==> src/include/mrc_defs.svh <==
`ifndef MRC_DEFS_SVH
`define MRC_DEFS_SVH

// Register byte offsets
`define MRC_ADDR_CTRL 8'h00
`define MRC_ADDR_SPEED 8'h04
`define MRC_ADDR_ACCEL 8'h08
`define MRC_ADDR_DECEL 8'h0c
`define MRC_ADDR_STATUS 8'h10
`define MRC_ADDR_ALARM 8'h14

// Control register fields
`define MRC_CTRL_DECEL_EN 0
`define MRC_CTRL_COAST 1
`define MRC_CTRL_HZ60 2
`define MRC_CTRL_TEST 3
`define MRC_CTRL_BRK_REL 4
`define MRC_CTRL_RESET 5'h01

// Reset values of the settings
`define MRC_SPEED_RESET 11'h12c
`define MRC_ACCEL_RESET 8'h05
`define MRC_DECEL_RESET 8'h05

// Speed limits in r/min, ramp limits in 0.1 s
`define MRC_SPD_MIN_DEC 11'h12c
`define MRC_SPD_MIN_NODEC 11'h05a
`define MRC_SPD_MAX_50 11'h578
`define MRC_SPD_MAX_60 11'h640
`define MRC_SPD_TEST 11'h12c
`define MRC_TIME_MIN_DEC 11'h002
`define MRC_TIME_MIN_NODEC 11'h000
`define MRC_TIME_MAX 11'h096

// Alarm codes
`define MRC_ALM_NONE 8'h00
`define MRC_ALM_POWER_ON 8'h2e

// Timing
`define MRC_CLK_NS 5
`define MRC_TICK_NS 100000
`define MRC_DEB_NS 1000000

`endif

==> src/include/mrc_pkg.sv <==
package mrc_pkg;

	typedef enum logic [2:0] {
		MRC_ST_INIT = 3'b000,
		MRC_ST_IDLE = 3'b001,
		MRC_ST_RUN = 3'b010,
		MRC_ST_DECEL = 3'b011,
		MRC_ST_COAST = 3'b100,
		MRC_ST_ALARM = 3'b101
	} mrc_state_type;

endpackage : mrc_pkg

==> src/mrc_debounce.sv <==
module mrc_debounce #(
	parameter logic [17:0] DEB_CYC = 18'd200000
) (
	input wire logic clk_sys,
	input wire logic arst_n,
	input wire logic clk_en,
	input wire logic raw_in,
	output logic level_out
);

	logic sync1_r;
	logic sync2_r;
	logic level_r;
	logic [17:0] cnt_r;

	always_ff @(posedge clk_sys or negedge arst_n)
	begin
		if (!arst_n)
		begin
			sync1_r <= 1'b0;
			sync2_r <= 1'b0;
			level_r <= 1'b0;
			cnt_r <= 18'h0;
		end
		else if (clk_en)
		begin
			sync1_r <= raw_in;
			sync2_r <= sync1_r;
			// Level only follows after a full stable window
			if (sync2_r == level_r)
				cnt_r <= 18'h0;
			else if (cnt_r == DEB_CYC - 18'd1)
			begin
				level_r <= sync2_r;
				cnt_r <= 18'h0;
			end
			else
				cnt_r <= cnt_r + 18'd1;
		end
	end

	assign level_out = level_r;
endmodule : mrc_debounce

==> src/mrc_ramp.sv <==
`include "mrc_defs.svh"

module mrc_ramp #(
	parameter logic [14:0] TICK_CYC = 15'(`MRC_TICK_NS / `MRC_CLK_NS)
) (
	input wire logic clk_sys,
	input wire logic arst_n,
	input wire logic clk_en,
	input wire logic zero,
	input wire logic [10:0] target,
	input wire logic [7:0] accel_time,
	input wire logic [7:0] decel_time,
	output logic [10:0] speed
);

	logic [14:0] tick_cnt_r;
	logic [7:0] step_cnt_r;
	logic [10:0] speed_r;
	logic tick;
	logic going_up;
	logic [7:0] period;
	logic step;

	// One tick per 100 us; a period of N ticks per r/min gives N*0.1 s per 1000 r/min
	assign tick = (tick_cnt_r == TICK_CYC - 15'd1);
	assign going_up = (speed_r < target);
	assign period = going_up ? accel_time : decel_time;
	assign step = tick && (step_cnt_r + 8'd1 >= period);

	always_ff @(posedge clk_sys or negedge arst_n)
	begin
		if (!arst_n)
		begin
			tick_cnt_r <= 15'h0;
			step_cnt_r <= 8'h0;
			speed_r <= 11'h0;
		end
		else if (clk_en)
		begin
			tick_cnt_r <= tick ? 15'h0 : tick_cnt_r + 15'd1;
			if (zero)
			begin
				speed_r <= 11'h0;
				step_cnt_r <= 8'h0;
			end
			else if (period == 8'h0)
				speed_r <= target; // Zero ramp time jumps at once
			else if (speed_r == target)
				step_cnt_r <= 8'h0;
			else if (step)
			begin
				step_cnt_r <= 8'h0;
				speed_r <= going_up ? speed_r + 11'd1 : speed_r - 11'd1;
			end
			else if (tick)
				step_cnt_r <= step_cnt_r + 8'd1;
		end
	end

	assign speed = speed_r;

endmodule : mrc_ramp

==> src/mrc_top.sv <==
// Contract
// Forward input alone runs motor forward
// Reverse input alone runs motor reverse
// Starting input released: ramp down to standstill
// Both inputs active: instantaneous stop
// Both inactive: decel stop, or coast by setting
// Run input at power-up raises alarm 46
// Controller keeps run inputs off before power-up
// Test operation runs at fixed 300 r/min
// Test operation refused while brake-free active
// Panel brake release only at standstill
// Input polarity switch selects sink or source
// Decel control on: speed 300 to 1400/1600
// Decel control off: lowest speed drops to 90
// Decel control on: ramp times 0.2 to 15.0 s
// Decel control off also widens ramp range
// Controller powers up first, down last
// Brake-free releases brake, ignores runs, coasts motor
// Fault-clear input resets pending alarm
// Fault output closed normally, opens on alarm
// Run inputs synchronised and debounced before decode
`include "mrc_defs.svh"

module mrc_top #(
	parameter logic [14:0] TICK_CYC = 15'(`MRC_TICK_NS / `MRC_CLK_NS),
	parameter logic [17:0] DEB_CYC = 18'(`MRC_DEB_NS / `MRC_CLK_NS)
) (
	input wire logic clk_sys,
	input wire logic arst_n,
	input wire logic clk_en,
	input wire logic psel,
	input wire logic penable,
	input wire logic pwrite,
	input wire logic [7:0] paddr,
	input wire logic [31:0] pwdata,
	output logic [31:0] prdata,
	output logic pready,
	output logic pslverr,
	input wire logic forward_run_input,
	input wire logic reverse_run_input,
	input wire logic brake_free_input,
	input wire logic fault_clear_input,
	input wire logic input_polarity_switch,
	output logic drive_en,
	output logic drive_fwd,
	output logic [10:0] speed_cmd,
	output logic brake_release,
	output logic fault_output,
	output logic [7:0] alarm_code
);

	////////////////////////////////////////////////////////////////////////////////
	// Input conditioning

	logic [3:0] pin_vec;
	logic [3:0] act_raw;
	logic [3:0] act;
	logic fwd_a;
	logic rev_a;
	logic free_a;
	logic clr_a;

	assign pin_vec = {fault_clear_input, brake_free_input, reverse_run_input, forward_run_input};
	// Sink (switch low) means a pin pulled low is on
	assign act_raw = pin_vec ^ {4{~input_polarity_switch}};

	genvar gi;
	generate
		for (gi = 0; gi < 4; gi++)
		begin : g_deb
			mrc_debounce #(.DEB_CYC(DEB_CYC)) u_deb (
				.clk_sys(clk_sys),
				.arst_n(arst_n),
				.clk_en(clk_en),
				.raw_in(act_raw[gi]),
				.level_out(act[gi])
			);
		end
	endgenerate

	assign fwd_a = act[0];
	assign rev_a = act[1];
	assign free_a = act[2];
	assign clr_a = act[3];

	////////////////////////////////////////////////////////////////////////////////
	// Registers

	logic [4:0] ctrl_r;
	logic [10:0] speed_set_r;
	logic [7:0] accel_r;
	logic [7:0] decel_r;
	logic [31:0] prdata_r;
	logic [31:0] rd_mux;
	logic hit;
	logic wr_acc;
	logic wr_ctrl;
	logic wr_speed;
	logic wr_accel;
	logic wr_decel;
	logic [31:0] status;
	logic standstill;

	function automatic logic [10:0] mrc_clamp(input logic [10:0] v, input logic [10:0] lo,
		input logic [10:0] hi);
		if (v < lo)
			mrc_clamp = lo;
		else if (v > hi)
			mrc_clamp = hi;
		else
			mrc_clamp = v;
	endfunction : mrc_clamp

	logic dec_en;
	logic [10:0] spd_lo;
	logic [10:0] spd_hi;
	logic [10:0] t_lo;
	logic [10:0] speed_eff;
	logic [7:0] accel_eff;
	logic [7:0] decel_eff;
	logic [10:0] accel_wide;
	logic [10:0] decel_wide;

	// Settings are kept raw and limited on use, so a later mode change re-limits them
	assign dec_en = ctrl_r[`MRC_CTRL_DECEL_EN];
	assign spd_lo = dec_en ? `MRC_SPD_MIN_DEC : `MRC_SPD_MIN_NODEC;
	assign spd_hi = ctrl_r[`MRC_CTRL_HZ60] ? `MRC_SPD_MAX_60 : `MRC_SPD_MAX_50;
	assign t_lo = dec_en ? `MRC_TIME_MIN_DEC : `MRC_TIME_MIN_NODEC;
	assign speed_eff = mrc_clamp(speed_set_r, spd_lo, spd_hi);
	assign accel_wide = mrc_clamp({3'h0, accel_r}, t_lo, `MRC_TIME_MAX);
	assign decel_wide = mrc_clamp({3'h0, decel_r}, t_lo, `MRC_TIME_MAX);
	assign accel_eff = accel_wide[7:0];
	assign decel_eff = decel_wide[7:0];

	always_comb
	begin
		hit = 1'b1;
		if (paddr == `MRC_ADDR_CTRL)
			rd_mux = {27'h0, ctrl_r};
		else if (paddr == `MRC_ADDR_SPEED)
			rd_mux = {21'h0, speed_eff};
		else if (paddr == `MRC_ADDR_ACCEL)
			rd_mux = {24'h0, accel_eff};
		else if (paddr == `MRC_ADDR_DECEL)
			rd_mux = {24'h0, decel_eff};
		else if (paddr == `MRC_ADDR_STATUS)
			rd_mux = status;
		else if (paddr == `MRC_ADDR_ALARM)
			rd_mux = {24'h0, alarm_code};
		else
		begin
			rd_mux = 32'h0;
			hit = 1'b0;
		end
	end

	assign pready = 1'b1;
	assign pslverr = psel && penable && !hit;
	assign wr_acc = psel && penable && pwrite && hit;
	assign wr_ctrl = wr_acc && (paddr == `MRC_ADDR_CTRL);
	assign wr_speed = wr_acc && (paddr == `MRC_ADDR_SPEED);
	assign wr_accel = wr_acc && (paddr == `MRC_ADDR_ACCEL);
	assign wr_decel = wr_acc && (paddr == `MRC_ADDR_DECEL);

	always_ff @(posedge clk_sys or negedge arst_n)
	begin
		if (!arst_n)
		begin
			ctrl_r <= `MRC_CTRL_RESET;
			speed_set_r <= `MRC_SPEED_RESET;
			accel_r <= `MRC_ACCEL_RESET;
			decel_r <= `MRC_DECEL_RESET;
			prdata_r <= 32'h0;
		end
		else if (clk_en)
		begin
			// Read data is caught in the setup cycle, so no wait state is needed
			if (psel && !penable)
				prdata_r <= rd_mux;
			if (wr_ctrl)
			begin
				ctrl_r[3:0] <= pwdata[3:0];
				ctrl_r[`MRC_CTRL_BRK_REL] <= pwdata[`MRC_CTRL_BRK_REL] && standstill;
			end
			else if (!standstill)
				ctrl_r[`MRC_CTRL_BRK_REL] <= 1'b0;
			if (wr_speed)
				speed_set_r <= pwdata[10:0];
			if (wr_accel)
				accel_r <= pwdata[7:0];
			if (wr_decel)
				decel_r <= pwdata[7:0];
		end
	end

	assign prdata = prdata_r;

	////////////////////////////////////////////////////////////////////////////////
	// Run sequencer

	mrc_pkg::mrc_state_type state_r;
	mrc_pkg::mrc_state_type state_nxt;
	logic dir_r;
	logic dir_nxt;
	logic test_r;
	logic test_nxt;
	logic [7:0] alarm_r;
	logic [7:0] alarm_nxt;
	logic [17:0] chk_cnt_r;
	logic chk_done;
	logic clr_d_r;
	logic clr_rise;
	logic fault_r;
	logic moving;
	logic ramp_zero;
	logic [10:0] target;
	logic start_off;

	// Wait until the debouncers have seen a full window before judging the power-on level
	assign chk_done = (chk_cnt_r == DEB_CYC + 18'd4);
	assign clr_rise = clr_a && !clr_d_r;
	assign start_off = test_r ? !ctrl_r[`MRC_CTRL_TEST] : (dir_r ? !fwd_a : !rev_a);
	assign moving = (state_r == mrc_pkg::MRC_ST_RUN) || (state_r == mrc_pkg::MRC_ST_DECEL);
	assign ramp_zero = !moving;
	assign target = (state_r != mrc_pkg::MRC_ST_RUN) ? 11'h0 :
		(test_r ? `MRC_SPD_TEST : speed_eff);
	assign standstill = !moving && (state_r != mrc_pkg::MRC_ST_COAST) && (speed_cmd == 11'h0);

	always_comb
	begin
		state_nxt = state_r;
		dir_nxt = dir_r;
		test_nxt = test_r;
		alarm_nxt = alarm_r;
		case (state_r)
			mrc_pkg::MRC_ST_INIT:
				if (chk_done)
				begin
					if (fwd_a || rev_a)
					begin
						state_nxt = mrc_pkg::MRC_ST_ALARM;
						alarm_nxt = `MRC_ALM_POWER_ON;
					end
					else
						state_nxt = mrc_pkg::MRC_ST_IDLE;
				end
			mrc_pkg::MRC_ST_IDLE:
				if (free_a)
					state_nxt = mrc_pkg::MRC_ST_IDLE;
				else if (fwd_a && !rev_a)
				begin
					state_nxt = mrc_pkg::MRC_ST_RUN;
					dir_nxt = 1'b1;
					test_nxt = 1'b0;
				end
				else if (rev_a && !fwd_a)
				begin
					state_nxt = mrc_pkg::MRC_ST_RUN;
					dir_nxt = 1'b0;
					test_nxt = 1'b0;
				end
				else if (!fwd_a && !rev_a && ctrl_r[`MRC_CTRL_TEST])
				begin
					state_nxt = mrc_pkg::MRC_ST_RUN;
					dir_nxt = 1'b1;
					test_nxt = 1'b1;
				end
			mrc_pkg::MRC_ST_RUN:
				if (free_a)
					state_nxt = mrc_pkg::MRC_ST_COAST;
				else if (fwd_a && rev_a)
					state_nxt = mrc_pkg::MRC_ST_IDLE;
				else if (start_off)
					state_nxt = (ctrl_r[`MRC_CTRL_COAST] && !fwd_a && !rev_a) ?
						mrc_pkg::MRC_ST_COAST : mrc_pkg::MRC_ST_DECEL;
			mrc_pkg::MRC_ST_DECEL:
				if (free_a)
					state_nxt = mrc_pkg::MRC_ST_COAST;
				else if ((fwd_a && rev_a) || speed_cmd == 11'h0)
					state_nxt = mrc_pkg::MRC_ST_IDLE;
			mrc_pkg::MRC_ST_COAST:
				if (!free_a)
					state_nxt = mrc_pkg::MRC_ST_IDLE;
			mrc_pkg::MRC_ST_ALARM:
				if (clr_rise)
				begin
					state_nxt = mrc_pkg::MRC_ST_IDLE;
					alarm_nxt = `MRC_ALM_NONE;
				end
			default:
				state_nxt = mrc_pkg::MRC_ST_IDLE;
		endcase
	end

	always_ff @(posedge clk_sys or negedge arst_n)
	begin
		if (!arst_n)
		begin
			state_r <= mrc_pkg::MRC_ST_INIT;
			dir_r <= 1'b1;
			test_r <= 1'b0;
			alarm_r <= `MRC_ALM_NONE;
			chk_cnt_r <= 18'h0;
			clr_d_r <= 1'b0;
			fault_r <= 1'b1;
		end
		else if (clk_en)
		begin
			state_r <= state_nxt;
			dir_r <= dir_nxt;
			test_r <= test_nxt;
			alarm_r <= alarm_nxt;
			clr_d_r <= clr_a;
			fault_r <= (state_nxt != mrc_pkg::MRC_ST_ALARM);
			if (!chk_done)
				chk_cnt_r <= chk_cnt_r + 18'd1;
		end
	end

	mrc_ramp #(.TICK_CYC(TICK_CYC)) u_ramp (
		.clk_sys(clk_sys),
		.arst_n(arst_n),
		.clk_en(clk_en),
		.zero(ramp_zero),
		.target(target),
		.accel_time(accel_eff),
		.decel_time(decel_eff),
		.speed(speed_cmd)
	);

	assign drive_en = moving;
	assign drive_fwd = dir_r;
	// Brake holds unless driving, freed, or released from the panel at rest
	assign brake_release = free_a || moving || (ctrl_r[`MRC_CTRL_BRK_REL] && standstill);
	assign fault_output = fault_r;
	assign alarm_code = alarm_r;
	assign status = {5'h0, speed_cmd, 6'h0, free_a, rev_a, fwd_a, brake_release, drive_en,
		dir_r, test_r, state_r};
endmodule : mrc_top

==> config.mk <==
export PLATFORM = sky130hd
export DESIGN_NAME = mrc_top
export DESIGN_NICKNAME = d
export VERILOG_FILES = /design/src/include/mrc_pkg.sv /design/src/mrc_debounce.sv /design/src/mrc_ramp.sv /design/src/mrc_top.sv
export VERILOG_INCLUDE_DIRS = /design/src /design/src/include
export SDC_FILE = /design/constraint.sdc
export NUM_CORES = 1
export LEC_CHECK = 0
export ABC_CLOCK_PERIOD_IN_PS = 5700
export BUFFER_PORTS_ARGS = -buffer_cell sky130_fd_sc_hd__clkbuf_2
export CAP_MARGIN = 20
export CORE_ASPECT_RATIO = 0.7
export CORE_MARGIN = 1
export CORE_UTILIZATION = 25
export DETAILED_ROUTE_END_ITERATION = 7
export PLACE_DENSITY = 0.39
export SLEW_MARGIN = 20
export SYNTH_ARGS = -nofsm -noshare
export SYNTH_HDL_FRONTEND = slang
export SYNTH_SLANG_ARGS = --single-unit
==> constraint.sdc <==
create_clock -name clk_sys -period 5.7 [get_ports clk_sys]
set_input_delay 0.57 -clock clk_sys [delete_from_list [all_inputs] [get_ports clk_sys]]
set_output_delay 0.57 -clock clk_sys [all_outputs]
set_load 0.02 [all_outputs]
==> results.toml, run 1 <==
[floorplanning]
starting_density_of_the_core_pct = 25.4
io_count = 108
die-width_um = 262
rows = 66
die-area_um2 = 48100
core_area_um2 = 46500
die_h_um = 184

[global_route]
first_global_vias = 9134
gr-usage-all-layers_pct = 14.6
grt_antenna_before_repair = 0
grt_pass1_wl_um = 53900
pin_count_of_the_biggest_net_entering_global_routing = 123
grt.overflow.total = 0

[timing]
drv_slew = 0
clock_skew_ps = 13.0
final_hold_slack_ps = 64.5
finalSetupViolations = 0
timing.final.crit_share_pct = 97.5
hold_viol_final = 0
fin_ws_ps = 140
clock.fmax_ghz = 0.180
unrepaired_setup_endpoints_after_global_routing = "true"
finalWorstPathRequiredPeriod_ps = 5560
tightest_slew_ps = 853
max_slew_margin_pct = 42.6

[critical_path]
critical_path_class = "register to register"
crit_required_ps = 6050
worst_setup_path_end_kind = "register"
cp-start-kind = "register"
critPathMaxStageDelay_ps = 610
critPathTopFamily = "compound AO/OA/AOI/OAI gates"
critical_path_arrival_ps = 5910
path_max_fanout = 7
path_common_cell = "buf_6"
critPathBufInv = 8
timing.critical_path.slowest_stage_cell = "dfstp_2"

[drt]
detail_route.first_pass.iterations = 5
totalWireLength_um = 34200
drt_first_iter_violations = 568
routed-via-count = 9768
post_drt_wl_per_cell_um = 16.8
vias_per_cell = 4.81
final_antenna_net_count = 0
detail_route.drc_violations = 0

[logic_synthesis]
post_synth_instance_area_um2 = 11800
synth_cell_type_count = 80
synthCells = 1282
portion_of_the_post_synthesis_area_used_by_sequential_elements_pct = 42.1
synth_top_cells_by_area = "dfrtp_1 (40%), nand2_1 (6.0%), ha_1 (5.4%)"
postSynth.topFlopCell = "dfrtp_1"
synthesis.area_per_instance_um2 = 9.21
fraction_of_registers_with_async_set_reset_pct = 100
synth.top_cells.by_count = "nand2_1 (188), dfrtp_1 (187), o21ai_0 (124)"
number_of_enable_type_register_cells_in_the_synthesized_netlist = 0
cell_taking_the_most_area_after_synthesis = "dfrtp_1"
count_of_state_elements_after_synthesis = 198
synth_top_area_share_pct = 39.6
yosys_warnings = 0
yosys.cell_count.top_type = "nand2_1"

[power_and_ir_drop]
intPower_mw = 2.48
total_switching_power_mw = 1.23
switching_share_pct = 33.2
power.leakage_nw = 6.18
p_clk_share_pct = 32.3
ir_drop_mv = 0.203
p_comb_share_pct = 25.2
power.density_nw_per_um2 = 258
share_seq_of_total_power_pct = 42.5
report.power.total_mw = 3.71

[clocking]
clk_transition_reported_paths_ps = 80
cts.sinks = 198
clock_path_buffers = 2
tritoncts_clock_tree = "built"
numCtsBuffers = 17
clk_latency_ps = 470
clock_tree.htree_level_count = 4
hold_fix_buffers_cts = 0
cts.root.buffer_cell = "clkbuf_16"

[finish]
finalCoreUtilization_pct = 31.0
nets = 1510
share_of_layout_cells_above_drive_strength_1_pct = 23.2
antenna_diode_count = 0
area_growth_syn_to_layout_pct = 22.1
number_of_cells_in_the_finished_layout_apart_from_fillers = 2032
filler_cell_count = 4784

[place]
preCtsSetupSlack_ps = -276
globalplace.congestion = 0.854
detailedPlacementHpwl_um = 24400
place.detailed.instances = 1986
port-buffer-count = 71

[run_status]
outcome = "complete, no violations"

[job]
cap_violations = 0

[min_path]
worstHoldPathType = "input pin to async pin"
## metrics by stage
stage / TNS [ps] / cell area, um2
3_3_place_gp: -2320 / 13400
6_report: 0 / 14400
4_1_cts: 0 / 14100
5_1_grt: -382 / 14400
3_5_place_dp: -3880 / 13400
2_1_floorplan: -13.7 / 12000
## path summary, 6_finish.rpt
kind                                from                        to  slack, ps  cells after the start
max                            ctrl_r[0]           u_ramp.speed[2]        140                     26
min                               arst_n  g_deb[1].u_deb.cnt_r[10]         60                      1
max reg2reg                    ctrl_r[0]           u_ramp.speed[2]        140                     26
min reg2reg                chk_cnt_r[17]             chk_cnt_r[17]        480                      1
max in group asynchronous         arst_n           u_ramp.speed[4]       4510                      2
min in group clk_sys           pwdata[9]            speed_set_r[9]        330                      2
## layout make-up
cell class | count | area [um2] | share of cell area (%)
multi-input cells | 1001 | 6920 | 48.0
inverters | 31 | 126 | 0.876
repair buffers | 158 | 1080 | 7.49
flip-flops and latches | 198 | 4970 | 34.5
clock buffers | 18 | 439 | 3.05
well taps | 612 | 766 | 5.31
clock inverters | 14 | 116 | 0.807
## power by group through the flow
stage | Sequential (mW) | Combinational [mW] | Clock [mW]
floorplan | 1.58 | 0.543 | 0
CTS | 1.58 | 0.902 | 1.25
finish | 1.58 | 0.937 | 1.20
global placement | 1.60 | 0.834 | 0
global route | 1.59 | 1.03 | 1.30
detailed placement | 1.60 | 0.840 | 0
## routing by layer
metal | track usage (%) | wire [um]
met2 | 19.4 | 13900
met4 | 2.98 | 223
met1 | 23.6 | 19000
met3 | 2.73 | 1020
met5 | 0 | 0
## repair_timing
action                     CTS  global route
setup endpoints to repair   19            19
resized for setup           25            56
buffers inserted             8             8
pin swaps                   17            36
## flip-flops by register name, summed over array words and instances (netlist names)
name                   flops
prdata                    22
u_ramp.tick_cnt_r         15
ctrl_r                     5
g_deb.u_deb.cnt_r         72
g_deb.u_deb.level_out      4
state_r                    3
chk_cnt_r                 18
fault_output               1
speed_set_r               11
clr_d_r                    1
u_ramp.step_cnt_r          8
decel_r                    8
alarm_code                 1
g_deb.u_deb.sync1_r        4
g_deb.u_deb.sync2_r        4
accel_r                    8
u_ramp.speed              11
drive_fwd                  1
test_r                     1
## cells in the final DEF, fill, tap and decap left out, types with 10 or more instances in the layout
master and n:
a21oi_1 31, a31oi_1 11, and3_1 27, buf_4 79
clkbuf_16 17, clkbuf_2 69, conb_1 15, dfrtp_1 187
dfstp_2 11, ha_1 41, ha_4 10, inv_1 28
mux2_2 44, mux2i_1 13, nand2_1 184, nand2b_1 21
nand3_1 52, nand4_1 18, nor2_1 81, nor2b_1 10
nor3_1 26, nor4_1 14, o21ai_0 114, o21ai_1 10
o31ai_1 18, xnor2_1 40, xor2_1 26
## logic make-up after synthesis
family / share of synthesized area (%)
and+or+nand+nor: 21.3
muxes: 6.01
adders and majority gates: 5.57
DFF: 42.1
other: 0.0636
buffers and inverters: 3.75
AOI/OAI and AO/OA: 16.3
xor gates and xnor gates: 4.90
(Power assumes the default switching activity.)
==> run 2, diff against run 1 <==
- ABC_AREA: not set -> 1
- PLACE_DENSITY: 0.39 -> 0.38
==> results.toml, run 2 <==
[clocking]
clk_latency_ps = 460
numCtsBuffers = 17
cts.root.buffer_cell = "clkbuf_16"
clk_transition_reported_paths_ps = 80
clock_tree.htree_level_count = 4
cts.sinks = 198
clock_path_buffers = 2
tritoncts_clock_tree = "built"
hold_fix_buffers_cts = 0

[finish]
area_growth_syn_to_layout_pct = 13.5
nets = 1770
share_of_layout_cells_above_drive_strength_1_pct = 10.5
footprint_of_the_multi_input_gates_um2 = 6220
filler_cell_count = 5199
layout_commonest_cell = "nand2_1"
antenna_diode_count = 0
largest_register_ff_count = 72
top_library_cells_by_usage_in_the_layout_fill_and_taps_aside = "nand2_1 (394), inv_1 (198), dfrtp_1 (187), nor2_1 (133), o21ai_0 (101)"
register_with_the_most_flip_flops = "g_deb.u_deb.cnt_r"
sequential_cell_area_um2 = 4970
number_of_cells_in_the_finished_layout_apart_from_fillers = 2335

[global_route]
pin_count_of_the_biggest_net_entering_global_routing = 121
gr-usage-all-layers_pct = 14.9
grt.overflow.total = 0
first_global_vias = 10100
grt_pass1_wl_um = 58200
grt_antenna_before_repair = 0

[logic_synthesis]
portion_of_the_post_synthesis_area_used_by_sequential_elements_pct = 40.8
fraction_of_registers_with_async_set_reset_pct = 100
cell_taking_the_most_area_after_synthesis = "dfrtp_1"
count_of_state_elements_after_synthesis = 198
yosys_warnings = 0
post_synth_instance_area_um2 = 12200
synth_cell_type_count = 56
synth_top_cells_by_area = "dfrtp_1 (38%), nand2_1 (12%), inv_1 (6.1%)"
synthCells = 1600
synthesis.area_per_instance_um2 = 7.62
postSynth.topFlopCell = "dfrtp_1"
synth.top_cells.by_count = "nand2_1 (395), inv_1 (198), dfrtp_1 (187)"
number_of_enable_type_register_cells_in_the_synthesized_netlist = 0
yosys.cell_count.top_type = "nand2_1"
synth_top_area_share_pct = 38.4

[drt]
vias_per_cell = 4.50
final_antenna_net_count = 0
totalWireLength_um = 35700
routed-via-count = 10500
post_drt_wl_per_cell_um = 15.3
detail_route.first_pass.iterations = 5
detail_route.drc_violations = 0
drt_first_iter_violations = 721

[critical_path]
regToRegStartpoint = "ctrl_r[0]"
critical_path_arrival_ps = 5440
worst_setup_path_startpoint = "ctrl_r[0]"
path_common_cell = "nand2_1"
cp-start-kind = "register"
critical_path_class = "register to register"
path_max_fanout = 14
worst_setup_path_end_kind = "register"
timing.critical_path.slowest_stage_cell = "dfstp_2"
crit_required_ps = 6110
critPathMaxStageDelay_ps = 680

[timing]
timing.final.crit_share_pct = 88.3
setup_total_negative_slack_ps = 0
max_slew_margin_pct = 43.6
clock_skew_ps = 10.7
final_hold_slack_ps = 105
hold_viol_final = 0
tightest_slew_ps = 839
fin_ws_ps = 666
unrepaired_setup_endpoints_after_global_routing = "false"
finalWorstPathRequiredPeriod_ps = 5030
drv_slew = 0
finalSetupViolations = 0
clock.fmax_ghz = 0.199

[floorplanning]
rows = 67
die_h_um = 187
starting_density_of_the_core_pct = 25.4
die-area_um2 = 49700
core_area_um2 = 48000
die-width_um = 266
io_count = 108

[power_and_ir_drop]
p_comb_share_pct = 41.4
switching_share_pct = 42.3
report.power.total_mw = 5.08
share_seq_of_total_power_pct = 34.0
ir_drop_mv = 0.200
power.leakage_nw = 6.36
intPower_mw = 2.93
power.density_nw_per_um2 = 367
p_clk_share_pct = 24.6
total_switching_power_mw = 2.15

[min_path]
worstHoldPathType = "input pin to async pin"

[place]
port-buffer-count = 71
preCtsSetupSlack_ps = 470
place.detailed.instances = 2299
globalplace.congestion = 0.834
detailedPlacementHpwl_um = 26100

[run_status]
outcome = "complete, no violations"

[job]
cap_violations = 0
run 2: cell count changes after synthesis, moves of 26 or more:
cell / delta
nand2_1: +207
mux2_2: -47
xnor2_1: -29
nor2_1: +50
inv_1: +168
a21oi_1: +29
and3_1: -26
run 2: metal layers:
layer / vias to the layer above / part of all wire, % / routed length (um) / track usage [%]
met1: 4974 / 57 / 20400 / 24.4
met3: 18 / 3.3 / 1190 / 2.43
met5: - / 0 / 0 / 0
met2: 136 / 39 / 13800 / 19.9
li1: 5387 / - / - / -
met4: 0 / 0.71 / 255 / 2.92
run 2: cell families (layout without fill, tap and decap cells):
logic type      Yosys count  in the layout  share of synthesized area, %
simple gates            744            744                          27.2
compound gates          292            292                          13.7
buf+inv                 254            321                          8.66
flops                   198            198                          40.8
xor+xnor                 58             58                          4.17
fa+ha+maj                52             52                          5.40
other cells               2             15                        0.0616
run 2: cell type report:
cell class / count / area share, %
Timing Repair Buffer: 81 / 3.36
Sequential cell: 198 / 35.9
Clock inverter: 11 / 0.724
Tap cell: 655 / 5.92
Clock buffer: 21 / 3.47
Inverter: 208 / 5.64
Multi-Input combinational cell: 1161 / 44.9
run 2: power groups by stage:
| stage | clock (mW) | combinational (mW) | sequential, mW |
|---|---|---|---|
| floorplan | 0 | 1.56 | 1.72 |
| global placement | 0 | 2.04 | 1.76 |
| detailed placement | 0 | 2.03 | 1.75 |
| CTS | 1.30 | 2.04 | 1.73 |
| global route | 1.35 | 2.40 | 1.76 |
| finish | 1.25 | 2.10 | 1.73 |
run 2: timing repair:
| action | in CTS | in global routing |
|---|---|---|
| buffers inserted | 0 | 4 |
| endpoints found under the setup margin | 0 | 18 |
| gates resized for setup | 0 | 1 |
run 2: critical path, delay by kind of cell (launching register included):
kind	cells	cell delay [ps]
compound gates	2	360
flops	1	680
simple gates	21	2340
buf+inv	5	680
fa+ha+maj	3	870
run 2: final timing paths:
kind | to | slack, ps | depth (start not counted)
min reg2reg | prdata[25] | 490 | 2
min in group clk_sys | speed_set_r[8] | 310 | 3
max in group asynchronous | u_ramp.tick_cnt_r[8] | 4460 | 2
max | u_ramp.speed[7] | 670 | 31
max reg2reg | u_ramp.speed[7] | 670 | 31
min | chk_cnt_r[7] | 100 | 1
run 2: stage by stage:
step,instance area [um2],util [%]
after floorplan,12200,-
after global placement,13200,27.5
after detailed placement,13200,27.5
after CTS,13800,28.8
after global routing,13800,28.8
final,13800,28.8
